File: src/hdl/anp_pkg.sv
// Purpose: constants and types for the next-page register pair
// Assumes: 16-bit management registers, 5-bit register address
// Notes: received page image and page strobe come from negotiation logic
//
// Functional notes
// - Outgoing bit 15 is read/write, resets to zero, and says whether more next pages follow.
// - Outgoing bit 13 is read/write, resets to one, and selects message-page or user format.
// - Outgoing bit 12 is a read/write comply acknowledge flag resetting to zero.
// - Outgoing bit 11 is a read/write toggle resetting to zero, set by software to invert the last one.
// - Outgoing bits 10:0 are a read/write code field that resets to one.
// - Outgoing bit 14 is reserved and always reads zero.
// - Received bit 15 is read-only, resets to zero, and shows partner more-pages.
// - Received bit 14 resets to zero and shows the partner acknowledge.
// - Received bit 13 is read-only, resets to zero, and shows the partner page format.
// - Received bit 12 is read-only, resets to zero, and shows partner compliance.
// - Received bit 11 is read-only toggle resetting to zero.
// - Received bits 10:0 are read-only code bits resetting to zero.
// - A new next page loads the received image and sets a latching page-received bit cleared on read.
package anp_pkg;
  // ==========================================================
  // Addresses
  localparam logic [4:0] ADDR_NP_TX = 5'h07;
  localparam logic [4:0] ADDR_NP_RX = 5'h08;

  // ==========================================================
  // Field positions
  localparam int BIT_MORE = 15;
  localparam int BIT_ACK = 14;
  localparam int BIT_MSG = 13;
  localparam int BIT_COMPLY = 12;
  localparam int BIT_TOGGLE = 11;
  localparam int CODE_W = 11;

  // ==========================================================
  // Reset values
  localparam logic [15:0] TX_RESET = 16'h2001;
  localparam logic [15:0] RX_RESET = 16'h0000;
  localparam logic [15:0] TX_WMASK = 16'hbfff;

  // Link code word layout
  typedef struct packed {
    logic more_pages_flag;
    logic ack;
    logic message_page_flag;
    logic comply_ack_flag;
    logic toggle;
    logic [CODE_W-1:0] code;
  } anp_word_t;
endpackage : anp_pkg

File: src/hdl/anp_next_page_regs.sv
// Purpose: outgoing and received next-page registers of the management space
// Assumes: single management clock, synchronous reset, one-cycle strobes
// Notes: read data registered one cycle after the read strobe
module anp_next_page_regs
(
  input wire logic REF_CLK,
  input wire logic RST,
  input wire logic [4:0] REG_ADDR,
  input wire logic REG_WR,
  input wire logic REG_RD,
  input wire logic [15:0] REG_WDATA,
  output logic [15:0] REG_RDATA,
  output logic REG_RVALID,
  input wire logic PAGE_RX_STB,
  input wire anp_pkg::anp_word_t PAGE_RX_WORD,
  output anp_pkg::anp_word_t NP_TX_WORD,
  output logic PAGE_RECEIVED
);

  // ==========================================================
  // Internal state
  anp_pkg::anp_word_t tx_word;
  anp_pkg::anp_word_t rx_word;
  anp_pkg::anp_word_t wdata_fields;
  logic tx_more;
  logic tx_msg;
  logic tx_comply;
  logic tx_toggle;
  logic [anp_pkg::CODE_W-1:0] tx_code;
  logic page_rx;
  logic rd_rx;
  logic rd_tx;
  logic wr_tx;
  logic [15:0] next_rdata;

  // Strobe decode; a write elsewhere in the space touches nothing here
  assign wr_tx = REG_WR && (REG_ADDR == anp_pkg::ADDR_NP_TX);
  assign rd_tx = REG_RD && (REG_ADDR == anp_pkg::ADDR_NP_TX);
  assign rd_rx = REG_RD && (REG_ADDR == anp_pkg::ADDR_NP_RX);

  // Write data viewed as a link code word
  assign wdata_fields = REG_WDATA;

  // Outgoing word assembled from its fields; bit 14 has no storage at all
  always_comb
  begin
    tx_word = '0;
    tx_word.more_pages_flag = tx_more;
    tx_word.ack = 1'b0;
    tx_word.message_page_flag = tx_msg;
    tx_word.comply_ack_flag = tx_comply;
    tx_word.toggle = tx_toggle;
    tx_word.code = tx_code;
  end

  // ==========================================================
  // Outgoing more-pages flag
  always_ff @(posedge REF_CLK)
  begin
    if (RST)
      tx_more <= anp_pkg::TX_RESET[anp_pkg::BIT_MORE];
    else if (wr_tx)
      tx_more <= wdata_fields.more_pages_flag;
  end

  // Outgoing message-page flag, set after reset
  always_ff @(posedge REF_CLK)
  begin
    if (RST)
      tx_msg <= anp_pkg::TX_RESET[anp_pkg::BIT_MSG];
    else if (wr_tx)
      tx_msg <= wdata_fields.message_page_flag;
  end

  // Outgoing comply acknowledge
  always_ff @(posedge REF_CLK)
  begin
    if (RST)
      tx_comply <= anp_pkg::TX_RESET[anp_pkg::BIT_COMPLY];
    else if (wr_tx)
      tx_comply <= wdata_fields.comply_ack_flag;
  end

  // Outgoing toggle; software flips it, no automatic inversion here
  always_ff @(posedge REF_CLK)
  begin
    if (RST)
      tx_toggle <= anp_pkg::TX_RESET[anp_pkg::BIT_TOGGLE];
    else if (wr_tx)
      tx_toggle <= wdata_fields.toggle;
  end

  // Outgoing code field
  always_ff @(posedge REF_CLK)
  begin
    if (RST)
      tx_code <= anp_pkg::TX_RESET[anp_pkg::CODE_W-1:0];
    else if (wr_tx)
      tx_code <= wdata_fields.code;
  end

  // ==========================================================
  // Received image, loaded only by the negotiation side
  always_ff @(posedge REF_CLK)
  begin
    if (RST)
      rx_word <= anp_pkg::RX_RESET;
    else if (PAGE_RX_STB)
      rx_word <= PAGE_RX_WORD;
  end

  // Latching flag; new page wins over clear-on-read
  always_ff @(posedge REF_CLK)
  begin
    if (RST)
      page_rx <= 1'b0;
    else if (PAGE_RX_STB)
      page_rx <= 1'b1;
    else if (rd_rx)
      page_rx <= 1'b0;
  end

  // ==========================================================
  // Read mux; unmapped addresses return zero so a stray read is harmless
  always_comb
  begin
    next_rdata = '0;
    if (rd_tx)
      next_rdata = tx_word;
    else if (rd_rx)
      next_rdata = rx_word;
  end

  // Read port, one cycle of latency; writes to the received word are ignored
  always_ff @(posedge REF_CLK)
  begin
    if (RST)
    begin
      REG_RDATA <= '0;
      REG_RVALID <= 1'b0;
    end
    else
    begin
      REG_RVALID <= REG_RD;
      REG_RDATA <= next_rdata;
    end
  end

  // Registered copies to the negotiation logic
  always_ff @(posedge REF_CLK)
  begin
    if (RST)
    begin
      NP_TX_WORD <= anp_pkg::TX_RESET;
      PAGE_RECEIVED <= 1'b0;
    end
    else
    begin
      NP_TX_WORD <= tx_word;
      PAGE_RECEIVED <= page_rx;
    end
  end

  // ==========================================================
  // Checks
  // Reset loads the outgoing default word
  chk_tx_reset_val: assert property (
    @(posedge REF_CLK) RST |=> tx_word == anp_pkg::TX_RESET)
    else $error("tx reset value wrong");

  // Reserved bit never reads one
  chk_tx_reserved_zero: assert property (
    @(posedge REF_CLK) disable iff (RST) !tx_word[anp_pkg::BIT_ACK])
    else $error("reserved bit set");

  // A write stores every writable bit
  chk_tx_write_stored: assert property (
    @(posedge REF_CLK) disable iff (RST) wr_tx |=> tx_word == ($past(REG_WDATA) & anp_pkg::TX_WMASK))
    else $error("tx write lost");

  // New page lands whole in the received image
  chk_rx_load_word: assert property (
    @(posedge REF_CLK) disable iff (RST) PAGE_RX_STB |=> rx_word == $past(PAGE_RX_WORD))
    else $error("rx not loaded");

  // Received image moves only on a page strobe
  chk_rx_hold_val: assert property (
    @(posedge REF_CLK) disable iff (RST) !PAGE_RX_STB |=> $stable(rx_word))
    else $error("rx changed");

  // Page strobe shows on the flag output two edges later, read or not
  chk_flag_set_wins: assert property (
    @(posedge REF_CLK) disable iff (RST) PAGE_RX_STB |=> ##1 PAGE_RECEIVED)
    else $error("flag not set");

  // Read of the received word clears the flag
  chk_flag_rd_clear: assert property (
    @(posedge REF_CLK) disable iff (RST) rd_rx && !PAGE_RX_STB |=> !page_rx)
    else $error("flag not cleared");

  // Read of the received word returns the image
  chk_rx_read_data: assert property (
    @(posedge REF_CLK) disable iff (RST) rd_rx |=> REG_RVALID && REG_RDATA == $past(rx_word))
    else $error("rx read bad");

  // Reset clears the received image
  chk_rx_reset_val: assert property (
    @(posedge REF_CLK) RST |=> rx_word == anp_pkg::RX_RESET)
    else $error("rx reset value wrong");

  // Reset clears the latching flag
  chk_flag_reset: assert property (
    @(posedge REF_CLK) RST |=> !page_rx)
    else $error("flag not reset");

  // Read of the outgoing word returns the register
  chk_tx_read_data: assert property (
    @(posedge REF_CLK) disable iff (RST) rd_tx |=> REG_RVALID && REG_RDATA == $past(tx_word))
    else $error("tx read bad");

  // Every read is answered one edge later
  chk_rvalid_follow: assert property (
    @(posedge REF_CLK) disable iff (RST) REG_RD |=> REG_RVALID)
    else $error("read not answered");

  // No answer without a read
  chk_rvalid_pulse: assert property (
    @(posedge REF_CLK) disable iff (RST) !REG_RD |=> !REG_RVALID)
    else $error("spurious read valid");

  // Read data rests at zero between reads
  chk_rdata_idle: assert property (
    @(posedge REF_CLK) disable iff (RST) !REG_RD |=> REG_RDATA == '0)
    else $error("read data not idle");

  // Outgoing word moves only on its own write
  chk_tx_hold_val: assert property (
    @(posedge REF_CLK) disable iff (RST) !wr_tx |=> $stable(tx_word))
    else $error("tx changed");

  // More-pages flag follows its write bit
  chk_tx_more_write: assert property (
    @(posedge REF_CLK) disable iff (RST) wr_tx |=> tx_more == $past(wdata_fields.more_pages_flag))
    else $error("more flag lost");

  // Message-page flag follows its write bit
  chk_tx_msg_write: assert property (
    @(posedge REF_CLK) disable iff (RST) wr_tx |=> tx_msg == $past(wdata_fields.message_page_flag))
    else $error("message flag lost");

  // Comply flag follows its write bit
  chk_tx_comply_write: assert property (
    @(posedge REF_CLK) disable iff (RST) wr_tx |=> tx_comply == $past(wdata_fields.comply_ack_flag))
    else $error("comply flag lost");

  // Toggle follows its write bit
  chk_tx_toggle_write: assert property (
    @(posedge REF_CLK) disable iff (RST) wr_tx |=> tx_toggle == $past(wdata_fields.toggle))
    else $error("toggle lost");

  // Code field follows its write bits
  chk_tx_code_write: assert property (
    @(posedge REF_CLK) disable iff (RST) wr_tx |=> tx_code == $past(wdata_fields.code))
    else $error("code field lost");

  // Writes to the received word are dropped
  chk_rx_write_ignored: assert property (
    @(posedge REF_CLK) disable iff (RST)
    REG_WR && REG_ADDR == anp_pkg::ADDR_NP_RX && !PAGE_RX_STB |=> $stable(rx_word))
    else $error("rx written by software");

  // Partner acknowledge bit loads with the page
  chk_rx_ack_load: assert property (
    @(posedge REF_CLK) disable iff (RST) PAGE_RX_STB |=> rx_word.ack == $past(PAGE_RX_WORD.ack))
    else $error("rx ack not loaded");

  // Partner format bit loads with the page
  chk_rx_msg_load: assert property (
    @(posedge REF_CLK) disable iff (RST)
    PAGE_RX_STB |=> rx_word.message_page_flag == $past(PAGE_RX_WORD.message_page_flag))
    else $error("rx format not loaded");

  // Partner comply bit loads with the page
  chk_rx_comply_load: assert property (
    @(posedge REF_CLK) disable iff (RST)
    PAGE_RX_STB |=> rx_word.comply_ack_flag == $past(PAGE_RX_WORD.comply_ack_flag))
    else $error("rx comply not loaded");

  // Partner toggle loads with the page
  chk_rx_toggle_load: assert property (
    @(posedge REF_CLK) disable iff (RST) PAGE_RX_STB |=> rx_word.toggle == $past(PAGE_RX_WORD.toggle))
    else $error("rx toggle not loaded");

  // Flag latches until a read clears it
  chk_flag_held: assert property (
    @(posedge REF_CLK) disable iff (RST) page_rx && !rd_rx |=> page_rx)
    else $error("flag dropped");

  // Flag output is the latch one edge later
  chk_flag_out_copy: assert property (
    @(posedge REF_CLK) disable iff (RST) 1'b1 |=> PAGE_RECEIVED == $past(page_rx))
    else $error("flag output stale");

  // Negotiation copy trails the register by one edge
  chk_np_copy: assert property (
    @(posedge REF_CLK) disable iff (RST) 1'b1 |=> NP_TX_WORD == $past(tx_word))
    else $error("tx copy stale");

  // Main scenarios
  cov_tx_write: cover property (@(posedge REF_CLK) wr_tx);
  cov_page_then_read: cover property (@(posedge REF_CLK) PAGE_RX_STB ##[1:4] rd_rx);
  cov_set_and_clear: cover property (@(posedge REF_CLK) PAGE_RX_STB && rd_rx);
  cov_rx_write_dropped: cover property (@(posedge REF_CLK) REG_WR && REG_ADDR == anp_pkg::ADDR_NP_RX);

endmodule : anp_next_page_regs

File: config.mk
export PLATFORM = sky130hd
export DESIGN_NAME = anp_next_page_regs
export DESIGN_NICKNAME = d
export VERILOG_FILES = /design/src/hdl/anp_pkg.sv /design/src/hdl/anp_next_page_regs.sv
export SDC_FILE = /design/constraint.sdc
export NUM_CORES = 1
export LEC_CHECK = 0
export BUFFER_PORTS_ARGS = -buffer_cell sky130_fd_sc_hd__buf_2
export CAP_MARGIN = 30
export CORE_ASPECT_RATIO = 0.9
export CORE_UTILIZATION = 46
export CTS_CLUSTER_SIZE = 25
export DETAILED_ROUTE_END_ITERATION = 12
export PLACE_DENSITY_LB_ADDON = 0.2
export SLEW_MARGIN = 10
export SYNTH_ARGS = -nofsm -noshare
export SYNTH_HDL_FRONTEND = slang
export SYNTH_SLANG_ARGS = --single-unit
File: constraint.sdc
create_clock -name REF_CLK -period 1.45 [get_ports REF_CLK]
set_input_delay 0.0725 -clock REF_CLK [delete_from_list [all_inputs] [get_ports REF_CLK]]
set_output_delay 0.0725 -clock REF_CLK [all_outputs]
set_load 0.01 [all_outputs]
==> results.md <==
* Fin Setup TNS at 0 ns
* Final ANT Viol Nets at 0
* Most common cell after layout, fill and taps aside: buf_2
* Part of the power in combinational logic at 0.068
* Seq/Total Area, Yosys at 0.578
* Final-report setup violation count at 0
* Fin. Hold Viols at 0
* CTS tree: built
* Synth-to-Final Area Change at 34.5%
* Htree depth at 3
* Worst path top cell family by delay: simple AND/OR/NAND/NOR gates
* TritonCTS Buffers at 9
* RSZ-0062 raised after global routing: no
* Synth area leaders: dfxtp_1, mux2i_1, nor2b_1
* Root buf cell: clkbuf_8
* Core Area at between 4000 and 5000 sq um
* Slowest-stage cell, CP: dlygate4sd3_1
* Via count at about 1,700
* Placed Cells at 327
* Critical path fanouts, max at 16
* First-pass GRT wire length at 7180 um
* Clk slew on worst S/H paths at 0.06 ns
* Pwr per Cell Area at 1160 nW/um^2
* Drt pass-1 iters at 4
* CP startpoint: RST
* Post-CTS Setup Bufs at 0
* Most frequent cells in the layout: buf_2, dfxtp_1, nor2_1, nor2b_1, mux2i_1
* Layout cell share with drive strength beyond 1 at 0.362
* Final Instance Count excl. Fillers at between 300 and 400
* Starting Density at 0.492
* Worst Path Arrival at 1.52 ns
* GPL Wtd Cong at 0.725
* Worst path required time at 1.70 ns
* Syn avg cell area at 11.2 sq um
* Crit. End Element: flop
* YS warnings at 0
* Synthesized instance count at 201
* Vias in the first global route at 1,591
* Slew @ Worst Pin at 0.683 ns
* Net Switching at roughly 0.00074 W
* Ant. Diodes at 0
* Crit start category: input pin
* Final Cycle Share at 0.875
* #FFs+latches synth at 65
* Clk buf depth at 2
* Worst rel slew slack at 0.545
* Hold path start: PAGE_RX_WORD[6]
* Max VDD drop at 541 uV
* Seq. cell area at 1300 sq um
* Routed wire length per instance at 12.7 um
* DRT iter0 DRCs at 52
* Setup CP Type: in2reg
* Fmax at 788 MHz
* Cell taking the most area after synthesis: dfxtp_1
* Fin. max-slew vios at 0
* Hpwl dp at 2940 um
* Pre-CTS setup slack at 0.150 ns
* Die ar. at about 5200 sq um
* Die width at 75.7 um
* Synthesized cell area at 2250 sq um
* Distinct cell type count after synthesis at 21
* Fin worst setup slack at 0.181 ns
* Final wirelength at between 4000 and 5000 um
* GRT Total Usage at 0.198
* LEAKAGE at around 1.4 nW
* CP peak stage delay at 0.53 ns
* Part of the power in registers at 0.526
* Clock skew at ~0.0064 ns
* Hold WC Path Type: in2reg
* RR Startpoint: tx_code[10]
* Fin Hold WS at ~0.023 ns
* Internal at 0.00276 W
* Largest net degree at the start of global routing at 28
* Crit path time final at 1.27 ns
* IO Count at 76
* Status: finished, final reports clean
* DRC viols at 0
* Clk pwr share at 0.407
* Buf+Inv Stages, Crit Path at 2
* MaxCap Viol Count at 0
* Synthesized Nets at approximately 240
* Fillers at 392
* Nets at 335
* Initial antenna violation count at 0
* Clk_lat worst skew at 0.33 ns
* Chip Height at about 68 um
* Std cell rows at 23
* Vias/cell at 4.67
* Gr ovfl total at 0
* Area share of the largest cell type after synthesis at 0.578
* Critical path cell sequence: dlygate4sd3_1 > buf_2 > nor2b_1 > nand2b_1 > nor2_1
* Overall Power at about 0.0035 W
* Clk sinks at 65
* Area of the multi-input gates at 852 sq um
* I/O Buffers at 73
* Sw Share at 0.212
-- synthesized netlist by cell type --
| master | number |
|---|---|
| mux2_4 | 8 |
| a22o_1 | 1 |
| nor2_1 | 36 |
| and3b_1 | 1 |
| mux2i_1 | 18 |
| conb_1 | 1 |
| a22oi_1 | 15 |
| buf_6 | 2 |
| buf_4 | 1 |
| mux2_2 | 5 |
| clkbuf_1 | 8 |
| and4b_1 | 1 |
| nand2b_1 | 1 |
| nand3b_1 | 1 |
| dfxtp_1 | 65 |
| buf_12 | 1 |
| nand2_1 | 1 |
| nor2b_1 | 28 |
| buf_2 | 3 |
| inv_1 | 3 |
| nor4b_2 | 1 |
-- path summary, 6_finish.rpt --
path,to,slack [ns],depth (start not counted)
setup reg to reg,tx_code[10],0.61,2
hold / removal,rx_word[6],0.02,3
setup / recovery,REG_RDATA[8],0.18,5
hold reg to reg,REG_RDATA[14],0.43,2
-- metrics by stage --
step            util  instance area, sq um
6_report       0.662                  3030
5_1_grt        0.662                  3030
4_1_cts        0.660                  3020
3_5_place_dp   0.582                  2670
3_3_place_gp   0.582                  2670
2_1_floorplan      -                  2250
-- sequential cells by signal (all words and copies together) (netlist names) --
| signal | flops |
|---|---|
| page_rx | 1 |
| REG_RDATA | 16 |
| tx_msg | 1 |
| REG_RVALID | 1 |
| NP_TX_WORD | 15 |
| tx_comply | 1 |
| rx_word | 16 |
| tx_toggle | 1 |
| tx_code | 11 |
| tx_more | 1 |
| PAGE_RECEIVED | 1 |
-- worst reg2reg max path, cell delays in order (launching register included) --
cell,delay [ns]
dfxtp_1,0.32
nor2b_1,0.14
mux2_4,0.27
-- power groups by stage --
| stage | clock network (W) | registers [W] | logic, W |
|---|---|---|---|
| 2_1_floorplan | 0 | 0.00188 | 0.000115 |
| 3_3_place_gp | 0 | 0.00188 | 0.000200 |
| 3_5_place_dp | 0 | 0.00188 | 0.000202 |
| 4_1_cts | 0.00146 | 0.00184 | 0.000237 |
| 5_1_grt | 0.00155 | 0.00184 | 0.000261 |
| 6_report | 0.00142 | 0.00184 | 0.000237 |
-- cell families (layout without fill, tap and decap cells) --
kind of cell / Yosys count / count (layout) / share of synthesized area
and+or+nand+nor: 70 / 70 / 0.161
DFF: 65 / 65 / 0.578
muxes: 31 / 31 / 0.158
buffers and inverters: 18 / 115 / 0.0472
AOI/OAI and AO/OA: 16 / 16 / 0.0539
other: 1 / 1 / 0.00167
-- metal layers --
metal	up-vias	global-route usage	wire length (um)
li1	843	-	-
met4	0	0.104	73
met2	55	0.324	2230
met3	8	0.0604	232
met1	774	0.234	2050
met5	-	0	0
-- final cells by class --
class | instances | area share
inverter | 3 | 0.00372
timing repair buffer | 96 | 0.196
tap | 62 | 0.0256
clock inverter | 2 | 0.00331
multi-input combinational | 118 | 0.281
clock buffer | 14 | 0.0603
sequential | 65 | 0.430
-- repair_timing --
action | CTS | global route
endpoints found under the hold margin | 16 | 1
hold buffers | 16 | 1
resized for setup | 0 | 0
Note: power is estimated with default switching activity, not from simulation.
